--- config.mk ---
export PLATFORM = sky130hd
export DESIGN_NAME = sib_regs
export DESIGN_NICKNAME = d
export VERILOG_FILES = /design/src/hw/sib_pkg.sv /design/src/hw/sib_regs.sv
export SDC_FILE = /design/constraint.sdc
export NUM_CORES = 1
export LEC_CHECK = 0
export ABC_AREA = 1
export BUFFER_PORTS_ARGS = -buffer_cell sky130_fd_sc_hd__buf_2
export CORE_MARGIN = 3
export CORE_UTILIZATION = 60
export DETAILED_ROUTE_END_ITERATION = 16
export PLACE_DENSITY_LB_ADDON = 0.3
export SLEW_MARGIN = 10
export SYNTH_ARGS = -nofsm -noshare
export SYNTH_HDL_FRONTEND = slang
export SYNTH_SLANG_ARGS = --single-unit
export TNS_END_PERCENT = 5
--- constraint.sdc ---
create_clock -name mclk -period 3.7 [get_ports mclk]
set_input_delay 0 -clock mclk [delete_from_list [all_inputs] [get_ports mclk]]
set_output_delay 0 -clock mclk [all_outputs]
set_load 0.01 [all_outputs]
--- src/hw/sib_pkg.sv ---
package sib_pkg;
  // register offsets in the peripheral's register page
  localparam logic [7:0] SIB_OFF_VECTOR = 8'hF4;
  localparam logic [7:0] SIB_OFF_COMPARE = 8'hF5;
  localparam logic [7:0] SIB_OFF_MASK = 8'hF6;
  localparam logic [7:0] SIB_OFF_STATUS = 8'hF7;
  localparam logic [7:0] SIB_OFF_BUFFER = 8'hF8;

  // interrupt_mask fields
  localparam int SIB_M_SRC_SEL = 7;
  localparam int SIB_M_RX_DONE = 6;
  localparam int SIB_M_TX_DONE = 5;
  localparam int SIB_M_ERR = 4;
  localparam int SIB_M_ADDR = 3;
  localparam int SIB_M_BRK = 2;
  localparam int SIB_M_RXD = 1;
  localparam int SIB_M_TXD = 0;

  // interrupt_status fields
  localparam int SIB_S_OVR = 7;
  localparam int SIB_S_FRM = 6;
  localparam int SIB_S_PAR = 5;
  localparam int SIB_S_ADDR = 4;
  localparam int SIB_S_BRK = 3;
  localparam int SIB_S_DATA = 2;
  localparam int SIB_S_BEMP = 1;
  localparam int SIB_S_SEMP = 0;

  // interrupt_vector fields
  localparam int SIB_V_BASE_HI = 7;
  localparam int SIB_V_BASE_LO = 3;
  localparam logic SIB_V_BIT0 = 1'b0;

  // encoded interrupt source
  localparam logic [1:0] SIB_ENC_ERR = 2'h0;
  localparam logic [1:0] SIB_ENC_BRK = 2'h1;
  localparam logic [1:0] SIB_ENC_RXD = 2'h2;
  localparam logic [1:0] SIB_ENC_TX = 2'h3;

  // address mode decode {addr_mode_en, addr_mode}
  localparam logic [1:0] SIB_AM_NINTH = 2'h0;
  localparam logic [1:0] SIB_AM_SEARCH = 2'h1;
  localparam logic [1:0] SIB_AM_MATCH9 = 2'h2;
  localparam logic [1:0] SIB_AM_BREAK = 2'h3;

  // word length codes and upper-bit fill
  localparam logic [1:0] SIB_WL5 = 2'h0;
  localparam logic [1:0] SIB_WL6 = 2'h1;
  localparam logic [1:0] SIB_WL7 = 2'h2;
  localparam logic [7:0] SIB_FILL5 = 8'hE0;
  localparam logic [7:0] SIB_FILL6 = 8'hC0;
  localparam logic [7:0] SIB_FILL7 = 8'h80;
  localparam logic [7:0] SIB_FILL8 = 8'h00;

  // reset values (chosen; only the mask has a fixed one)
  localparam logic [7:0] SIB_MASK_RESET = 8'h00;
  localparam logic [7:0] SIB_STATUS_RESET = 8'h03;
  localparam logic [7:0] SIB_BYTE_ZERO = 8'h00;
  localparam logic [4:0] SIB_BASE_RESET = 5'h00;

  typedef struct packed {
    logic wr;
    logic rd;
    logic [7:0] addr;
    logic [7:0] wdata;
  } sib_bus_t;

  typedef struct packed {
    logic addr_mode_en;
    logic addr_mode;
    logic nine_bit_en;
    logic parity_en;
    logic even_parity;
    logic [1:0] word_len;
  } sib_cfg_t;

  typedef struct packed {
    logic [7:0] data;
    logic parity_bit;
    logic ninth_bit;
    logic stop_ok;
    logic all_low;
  } sib_rxw_t;
endpackage : sib_pkg

--- src/hw/sib_regs.sv ---
`timescale 1ns/1ns
// Notes on behaviour
// - vector base bits 7..3 are writable; bit 0 always reads zero.
// - bits 2..1 report the encoded source chosen by hardware.
// - address words compare against compare_value, except in ninth-bit mode where every address word hits; a hit sets address_pending.
// - empty_source_select picks shift-empty (0) or buffer-empty (1) interrupt.
// - receive_block_done set after last receive DMA cycle; software writes 0.
// - transmit_block_done set after last transmit DMA cycle; software clears.
// - error_irq_mask gates overrun, parity and framing interrupts.
// - address_irq_mask and break_irq_mask gate their pending flags.
// - receive data mask gates data and block-done interrupts, never DMA.
// - transmit data mask gates empty and block-done interrupts, never DMA.
// - overrun set when a word loads before the previous one was read.
// - framing_error_flag set when the stop bit is missing.
// - framing error on a monitored address still interrupts and loads word.
// - parity_error_flag set when parity mismatches the selected sense.
// - address_pending set when the selected address condition is seen.
// - break_pending set when the input stays low a whole word.
// - data_pending set each time a word enters receive_buffer.
// - buffer_empty_flag on buffer empty; shift_empty_flag when shifting done.
// - software may clear status flags only; writing 1 leaves a flag.
// - word loads at word end, flags update, short words padded with ones.
// - written byte moves on when the shifter path is free; buffer-empty set.
// - buffer offset reads receive_buffer and writes transmit_buffer.
module sib_regs
  import sib_pkg::*;
#(
  parameter int DEPTH = 2
) (
  input wire logic mclk,
  input wire logic rstn,
  input wire logic ce,
  input wire sib_pkg::sib_bus_t bus,
  input wire sib_pkg::sib_cfg_t cfg,
  input wire logic rx_done,
  input wire sib_pkg::sib_rxw_t rx_word,
  input wire logic rx_dma_en,
  input wire logic tx_dma_en,
  input wire logic rx_block_end,
  input wire logic tx_block_end,
  input wire logic tx_ready,
  input wire logic tx_shift_idle,
  output logic [7:0] reg_rdata,
  output logic irq,
  output logic tx_valid,
  output logic [7:0] tx_byte,
  output logic rx_dma_req,
  output logic tx_dma_req
);
  import sib_pkg::*;

  localparam int CW = $clog2(DEPTH + 1);
  localparam logic [CW-1:0] CNT_ONE = CW'(1);
  localparam logic [CW-1:0] CNT_FULL = CW'(DEPTH);
  localparam logic [CW-1:0] CNT_ZERO = CW'(0);

  typedef struct packed {
    logic [4:0] vec_base;
    logic [1:0] enc;
    logic [7:0] compare;
    logic [7:0] mask;
    logic [7:0] status;
    logic [7:0] rx_buf;
    logic rx_unread;
    logic selected;
    logic break_seen;
    logic [7:0] hold;
    logic hold_full;
    logic [DEPTH-1:0][7:0] fifo;
    logic [CW-1:0] count;
    logic idle_prev;
    logic [7:0] rdata;
    logic irq;
    logic tx_valid;
    logic [7:0] tx_byte;
    logic rx_dma_req;
    logic tx_dma_req;
  } sib_state_t;

  sib_state_t s_reg;
  sib_state_t s_next;

  logic [1:0] am_sel;
  logic is_addr_word;
  logic is_match;
  logic addr_hit;
  logic addressed_mode;
  logic load_word;
  logic par_bad;
  logic [7:0] fill;
  logic [7:0] set_vec;
  logic push;
  logic pop;
  logic idle_all;
  logic src_err;
  logic src_brk;
  logic src_rxd;
  logic src_tx;
  logic [CW-1:0] cnt_tmp;

  always_comb
  begin
    s_next = s_reg;
    set_vec = SIB_BYTE_ZERO;
    am_sel = {cfg.addr_mode_en, cfg.addr_mode};
    is_match = (rx_word.data == s_reg.compare);
    is_addr_word = 1'b0;
    addr_hit = 1'b0;
    addressed_mode = 1'b0;
    load_word = 1'b0;
    push = 1'b0;
    pop = 1'b0;
    cnt_tmp = s_reg.count;
    src_err = 1'b0;
    src_brk = 1'b0;
    src_rxd = 1'b0;
    src_tx = 1'b0;

    // parity over the data bits; the ninth bit never counts
    par_bad = ^rx_word.data ^ rx_word.parity_bit ^ ~cfg.even_parity;

    case (cfg.word_len)
      SIB_WL5: fill = SIB_FILL5;
      SIB_WL6: fill = SIB_FILL6;
      SIB_WL7: fill = SIB_FILL7;
      default: fill = SIB_FILL8;
    endcase

    // register writes first so hardware sets below win
    if (bus.wr)
    begin
      case (bus.addr)
        SIB_OFF_VECTOR:
        begin
          s_next.vec_base = bus.wdata[SIB_V_BASE_HI:SIB_V_BASE_LO];
        end
        SIB_OFF_COMPARE:
        begin
          s_next.compare = bus.wdata;
        end
        SIB_OFF_MASK:
        begin
          s_next.mask = bus.wdata;
          s_next.mask[SIB_M_RX_DONE] = s_reg.mask[SIB_M_RX_DONE]
                                       & bus.wdata[SIB_M_RX_DONE];
          s_next.mask[SIB_M_TX_DONE] = s_reg.mask[SIB_M_TX_DONE]
                                       & bus.wdata[SIB_M_TX_DONE];
        end
        SIB_OFF_STATUS:
        begin
          s_next.status = s_reg.status & bus.wdata;
        end
        SIB_OFF_BUFFER:
        begin
          // write side; an unmoved byte is overwritten
          s_next.hold = bus.wdata;
          s_next.hold_full = 1'b1;
        end
        default:
        begin
          s_next.hold_full = s_reg.hold_full;
        end
      endcase
    end

    // read side releases the receive word
    if (bus.rd && bus.addr == SIB_OFF_BUFFER)
    begin
      s_next.rx_unread = 1'b0;
    end

    // received word handling
    if (rx_done)
    begin
      // missing stop bit, break words included
      set_vec[SIB_S_FRM] = ~rx_word.stop_ok;
      if (rx_word.all_low)
      begin
        set_vec[SIB_S_BRK] = 1'b1;
        s_next.break_seen = 1'b1;
      end
      else
      begin
        s_next.break_seen = 1'b0;
        case (am_sel)
          SIB_AM_NINTH:
          begin
            addressed_mode = cfg.nine_bit_en;
            is_addr_word = cfg.nine_bit_en & rx_word.ninth_bit;
            addr_hit = is_addr_word;
          end
          SIB_AM_MATCH9:
          begin
            addressed_mode = 1'b1;
            is_addr_word = rx_word.ninth_bit;
            addr_hit = is_addr_word & is_match;
          end
          SIB_AM_BREAK:
          begin
            addressed_mode = 1'b1;
            is_addr_word = s_reg.break_seen;
            addr_hit = is_addr_word & is_match;
          end
          default:
          begin
            // character search: every word flows, a match flags
            addr_hit = is_match;
          end
        endcase
        if (addressed_mode && is_addr_word)
        begin
          s_next.selected = addr_hit;
        end
        set_vec[SIB_S_ADDR] = addr_hit;
        set_vec[SIB_S_PAR] = cfg.parity_en & par_bad;
        if (!addressed_mode)
        begin
          load_word = 1'b1;
        end
        else if (is_addr_word)
        begin
          load_word = ~rx_word.stop_ok;
        end
        else
        begin
          load_word = s_reg.selected;
        end
      end
    end

    if (load_word)
    begin
      s_next.rx_buf = rx_word.data | fill;
      s_next.rx_unread = 1'b1;
      set_vec[SIB_S_DATA] = 1'b1;
      set_vec[SIB_S_OVR] = s_reg.rx_unread;
    end

    // transmit path: two-entry buffer towards the shifter
    pop = s_reg.tx_valid & tx_ready;
    if (pop)
    begin
      for (int i = 0; i < DEPTH - 1; i++)
      begin
        s_next.fifo[i] = s_reg.fifo[i + 1];
      end
      cnt_tmp = s_reg.count - CNT_ONE;
    end
    push = s_reg.hold_full && (cnt_tmp != CNT_FULL);
    if (push)
    begin
      s_next.fifo[cnt_tmp] = s_reg.hold;
      cnt_tmp = cnt_tmp + CNT_ONE;
      s_next.hold_full = 1'b0;
      set_vec[SIB_S_BEMP] = 1'b1;
    end
    s_next.count = cnt_tmp;

    // shifter idle with nothing queued behind it
    idle_all = tx_shift_idle && (s_reg.count == CNT_ZERO) && !s_reg.hold_full;
    s_next.idle_prev = idle_all;
    set_vec[SIB_S_SEMP] = idle_all & ~s_reg.idle_prev;

    // hardware sets win over a same-cycle clear
    s_next.status = s_next.status | set_vec;
    s_next.mask[SIB_M_RX_DONE] = s_next.mask[SIB_M_RX_DONE] | rx_block_end;
    s_next.mask[SIB_M_TX_DONE] = s_next.mask[SIB_M_TX_DONE] | tx_block_end;

    src_err = (s_next.status[SIB_S_OVR] | s_next.status[SIB_S_FRM]
               | s_next.status[SIB_S_PAR]) & s_next.mask[SIB_M_ERR];
    src_brk = (s_next.status[SIB_S_ADDR] & s_next.mask[SIB_M_ADDR])
              | (s_next.status[SIB_S_BRK] & s_next.mask[SIB_M_BRK]);
    // data pending yields to block end while DMA owns it
    src_rxd = ((s_next.status[SIB_S_DATA] & ~rx_dma_en)
               | s_next.mask[SIB_M_RX_DONE]) & s_next.mask[SIB_M_RXD];
    if (s_next.mask[SIB_M_SRC_SEL])
    begin
      src_tx = s_next.status[SIB_S_BEMP] & ~tx_dma_en;
    end
    else
    begin
      src_tx = s_next.status[SIB_S_SEMP] & ~tx_dma_en;
    end
    src_tx = (src_tx | s_next.mask[SIB_M_TX_DONE]) & s_next.mask[SIB_M_TXD];

    s_next.irq = src_err | src_brk | src_rxd | src_tx;
    // encoded source, receiver ahead of transmitter
    if (src_err)
    begin
      s_next.enc = SIB_ENC_ERR;
    end
    else if (src_brk)
    begin
      s_next.enc = SIB_ENC_BRK;
    end
    else if (src_rxd)
    begin
      s_next.enc = SIB_ENC_RXD;
    end
    else if (src_tx)
    begin
      s_next.enc = SIB_ENC_TX;
    end
    else
    begin
      s_next.enc = s_reg.enc;
    end

    // DMA requests ignore the masks; an error halts receive DMA
    s_next.rx_dma_req = rx_dma_en & s_next.status[SIB_S_DATA]
                        & ~(s_next.status[SIB_S_OVR]
                        | s_next.status[SIB_S_FRM]
                        | s_next.status[SIB_S_PAR]);
    // transmit DMA follows the selected empty event
    s_next.tx_dma_req = tx_dma_en & (s_next.mask[SIB_M_SRC_SEL]
                        ? s_next.status[SIB_S_BEMP]
                        : s_next.status[SIB_S_SEMP]);

    s_next.tx_valid = (s_next.count != CNT_ZERO);
    s_next.tx_byte = s_next.fifo[0];

    // read data is captured one cycle after the strobe
    if (bus.rd)
    begin
      case (bus.addr)
        SIB_OFF_VECTOR:
        begin
          s_next.rdata = {s_reg.vec_base, s_reg.enc, SIB_V_BIT0};
        end
        SIB_OFF_COMPARE: s_next.rdata = s_reg.compare;
        SIB_OFF_MASK: s_next.rdata = s_reg.mask;
        SIB_OFF_STATUS: s_next.rdata = s_reg.status;
        SIB_OFF_BUFFER: s_next.rdata = s_reg.rx_buf;
        default: s_next.rdata = SIB_BYTE_ZERO;
      endcase
    end
  end

  always_ff @(posedge mclk or negedge rstn)
  begin
    if (!rstn)
    begin
      s_reg <= '0;
      s_reg.vec_base <= SIB_BASE_RESET;
      s_reg.mask <= SIB_MASK_RESET;
      s_reg.status <= SIB_STATUS_RESET;
    end
    else if (ce)
    begin
      s_reg <= s_next;
    end
  end

  assign reg_rdata = s_reg.rdata;
  assign irq = s_reg.irq;
  assign tx_valid = s_reg.tx_valid;
  assign tx_byte = s_reg.tx_byte;
  assign rx_dma_req = s_reg.rx_dma_req;
  assign tx_dma_req = s_reg.tx_dma_req;
endmodule : sib_regs

==> impl_metrics.tcl <==
set metrics [dict create \
    worstMarginPinSlew_ns 1.04 \
    clock_tree.buffer_depth 2 \
    via_count_of_the_first_global_routing_pass 4017 \
    yosys-top-cells-area "dfrtp_1, nand2_1, o21ai_0" \
    report.power.total_mw 2.77 \
    antenna_violating_nets_post_route 0 \
    worst_setup_hold_path_clk_slew_ns 0.08 \
    finalClockSkew_ns 0.00665 \
    insertion_delay_ns 0.36 \
    synth_seq_area_share 0.457 \
    p_int_mw 1.86 \
    drv_cap 0 \
    hold_viol_final 0 \
    root_buffer "clkbuf_8" \
    postRouteWirelength_mm 11.8 \
    seqPwrFrac 0.444 \
    finalMaxSlewViolations 0 \
    grt_setup_unrepaired "no" \
    fin_crit_sh 0.655 \
    avgViaCountPerCell 5.64 \
    relSlewSlack 0.308 \
    floorplan_die_width_um 92.6 \
    syn_avg_cell_area_um2 7.80 \
    synth_edf_count 0 \
    avgRoutedWirePerCell_um 15.8 \
    via_count 4237 \
    synth_flop_cell "dfrtp_1" \
    post-synth-top-area-cell "dfrtp_1" \
    crit_fanout 13 \
    r2r-end "s_reg[83]$_DFFE_PN0P_" \
    switching_share 0.326 \
    drt-pass1-iter-count 5 \
    fin_setup_tns_ns 0 \
    area_growth_syn_to_layout_pct 17.8 \
    drc_violations 0 \
    port_buffers 66 \
    arrival_ns 2.68 \
    synth_nets 627 \
    worstReg2RegStart "tx_valid$_DFFE_PN0P_" \
    hold-path-cell-count 4 \
    timing.critical_path.mode_cell "nand2_1" \
    critical_path_class "reg2reg" \
    power_leakage_nw 2.64 \
    crit_path_end_kind "flop" \
    worstHoldPathType "in2reg" \
    post_cts_resized 0 \
    cp_slowest_cell "dfrtp_1" \
    outcome "completed" \
    initial_antenna_violation_count 0 \
    logic_pwr_share 0.265 \
    crit_path_max_incr_delay_ns 0.40 \
    setup.worst_path.start_class "flop" \
    power_frac_clock 0.292 \
    finalWeightedCongestion 0.917 \
    worstSetupEndpoint "s_reg[83]$_DFFE_PN0P_" \
    setup.reg_to_reg.worst_slack_ns 1.28 \
    crit_path_cell_trace "nand2_1 -> o21ai_0 -> ha_1 -> nor2_1 -> buf_4 -> inv_1 -> nand2_1 -> nand2_1 -> nand2_1 -> nand2_1 -> nand2_1 -> nand2_1 -> nand2_1 -> inv_2 -> nand3_2 -> nand2_1 -> nand2_1 -> nand2_1" \
    fp-row-count 30 \
    grt_start_max_net_pins 83 \
    syn-instance-count 576 \
    irDropWorstVdd_mv 0.299 \
    cp_num_cells 18 \
    fp.dieH_um 92.6 \
    final_period_minus_worst_setup_slack_ns 2.42 \
    antenna_cell_count 0 \
    synthArstFlopShare 1.00 \
    drt-initial-drc-count 441 \
    yosysTopAreaCellShare 0.445 \
    core_ar_mm2 0.00702 \
    post_synthesis_instance_area_mm2 0.00450 \
    h-tree-depth 3 \
    synth_warnings 0 \
    largest_register_ffs 54 \
    critical_path_buf_inv_count 3 \
    worst_path_dominant_cell_family "simple AND/OR/NAND/NOR gates" \
    clock-sinks 82 \
    crit_start "tx_valid$_DFFE_PN0P_" \
    gr-usage-all-layers 0.297 \
    grt_pass1_wl_mm 19.8 \
    power_density_mw_per_mm2 522 \
    tritoncts "built" \
    share_of_post_route_cells_with_drive_strength_above_1 0.174 \
    start_util 0.640 \
    r2r_cells 18 \
    floorplan.die_area_mm2 0.00857 \
    synth-seq-cells 82 \
    fmaxAchievable_mhz 413 \
    setup_viol 0 \
    cts-buffers-inserted 9 \
    grt_remaining_overflow 0 \
    worst-endpoint-required_ns 3.96 \
    yosysUniqueCellTypes 43 \
    ios 67 \
    p_switching_mw 0.902 \
    hpwl_detailed_mm 8.57 \
    nets_finish 701 \
]
==> synth_stat cells (7+ instances only) <==
| cell type | instances |
|---|---|
| buf_4 | 16 |
| nand2_1 | 171 |
| dfrtp_1 | 80 |
| a21oi_1 | 12 |
| nor2_1 | 28 |
| inv_1 | 61 |
| o21ai_0 | 71 |
| xnor2_1 | 7 |
| nand3_1 | 27 |
| clkbuf_1 | 11 |
| a221oi_1 | 7 |
| a31oi_1 | 18 |
==> worst reg2reg max path, delay by kind of cell (launching register included) <==
family	cells	cell delay, ns
and+or+nand+nor	13	1.15
DFF	1	0.40
buffers and inverters	3	0.32
adders and majority gates	1	0.24
AOI/OAI and AO/OA	1	0.21
==> what timing repair did <==
item	in CTS	in global routing
endpoints found under the setup margin	0	0
endpoints found under the hold margin	111	0
buffers inserted	0	0
hold buffers	26	0
==> routing by layer <==
layer / vias to the layer above / wire (um) / GRT usage
li1: 2015 / - / -
met1: 1975 / 4990 / 0.409
met2: 216 / 5450 / 0.460
met3: 31 / 1090 / 0.0755
met4: 0 / 310 / 0.0990
met5: - / 0 / 0
==> per-stage QoR <==
stage	util	setup slack, ns	instance area, um^2	hold WS, ns	cells
3_5_place_dp	0.682	1.34	4790	0.232	709
6_report	0.755	1.28	5300	0.0439	751
2_1_floorplan	-	1.64	4500	-0.296	576
3_3_place_gp	0.682	1.50	4790	0.214	709
4_1_cts	0.755	1.30	5300	0.0280	751
5_1_grt	0.755	1.08	5300	0.0490	751
==> layout by cell type, fill, tap and decap left out, drive strengths merged, types with 3 or more instances in the layout <==
| master | synthesis | routed |
|---|---|---|
| o21ai | 77 | 77 |
| clkbuf | 11 | 11 |
| a31oi | 18 | 18 |
| o31ai | 3 | 3 |
| xnor2 | 7 | 7 |
| bufinv | 0 | 3 |
| dfrtp | 80 | 80 |
| nand4 | 4 | 4 |
| dlygate4sd3 | 0 | 26 |
| a21oi | 12 | 12 |
| nand3 | 30 | 30 |
| nor2 | 37 | 37 |
| a221oi | 7 | 7 |
| buf | 21 | 69 |
| clkinv | 2 | 4 |
| nand2 | 179 | 179 |
| inv | 66 | 66 |
| ha | 4 | 4 |
==> power by group through the flow <==
stage	sequential (mW)	combinational, mW	clock [mW]
floorplan	1.20	0.538	0
global placement	1.23	0.659	0
detailed placement	1.24	0.691	0
CTS	1.22	0.722	0.811
global route	1.25	0.826	0.860
finish	1.23	0.731	0.807
==> cell families (layout without fill, tap and decap cells) <==
kind of cell	Yosys count	count (layout)	share of synthesized area
buffers and inverters	100	179	0.0985
XOR/XNOR	8	8	0.0156
AND/OR/NAND/NOR	252	252	0.248
flip-flops	82	82	0.457
adder cells (fa/ha/maj)	4	4	0.0111
AO/OA/AOI/OAI	130	130	0.170
==> final cells by class <==
cell class,instances,area [um^2]
well taps,96,120
flip-flops and latches,82,2050
multi-input cells,394,2000
repair buffers,95,616
fillers,538,1720
clock inverters,5,100
clock buffers,11,151
inverters,68,258
==> how the worst min path moves through the flow <==
stage                                       to   start  slack [ns]
global placement         s_reg[57]$_DFFE_PN0P_  cfg[1]        0.21
CTS                      s_reg[68]$_DFFE_PN0P_      ce        0.03
detailed placement        tx_valid$_DFFE_PN0P_    rstn        0.23
finish                   s_reg[68]$_DFFE_PN0P_      ce        0.04
global route             s_reg[68]$_DFFE_PN0P_      ce        0.05
floorplan           asynchronous set/reset pin    rstn       -0.30
Note: power is estimated with default switching activity, not from simulation.
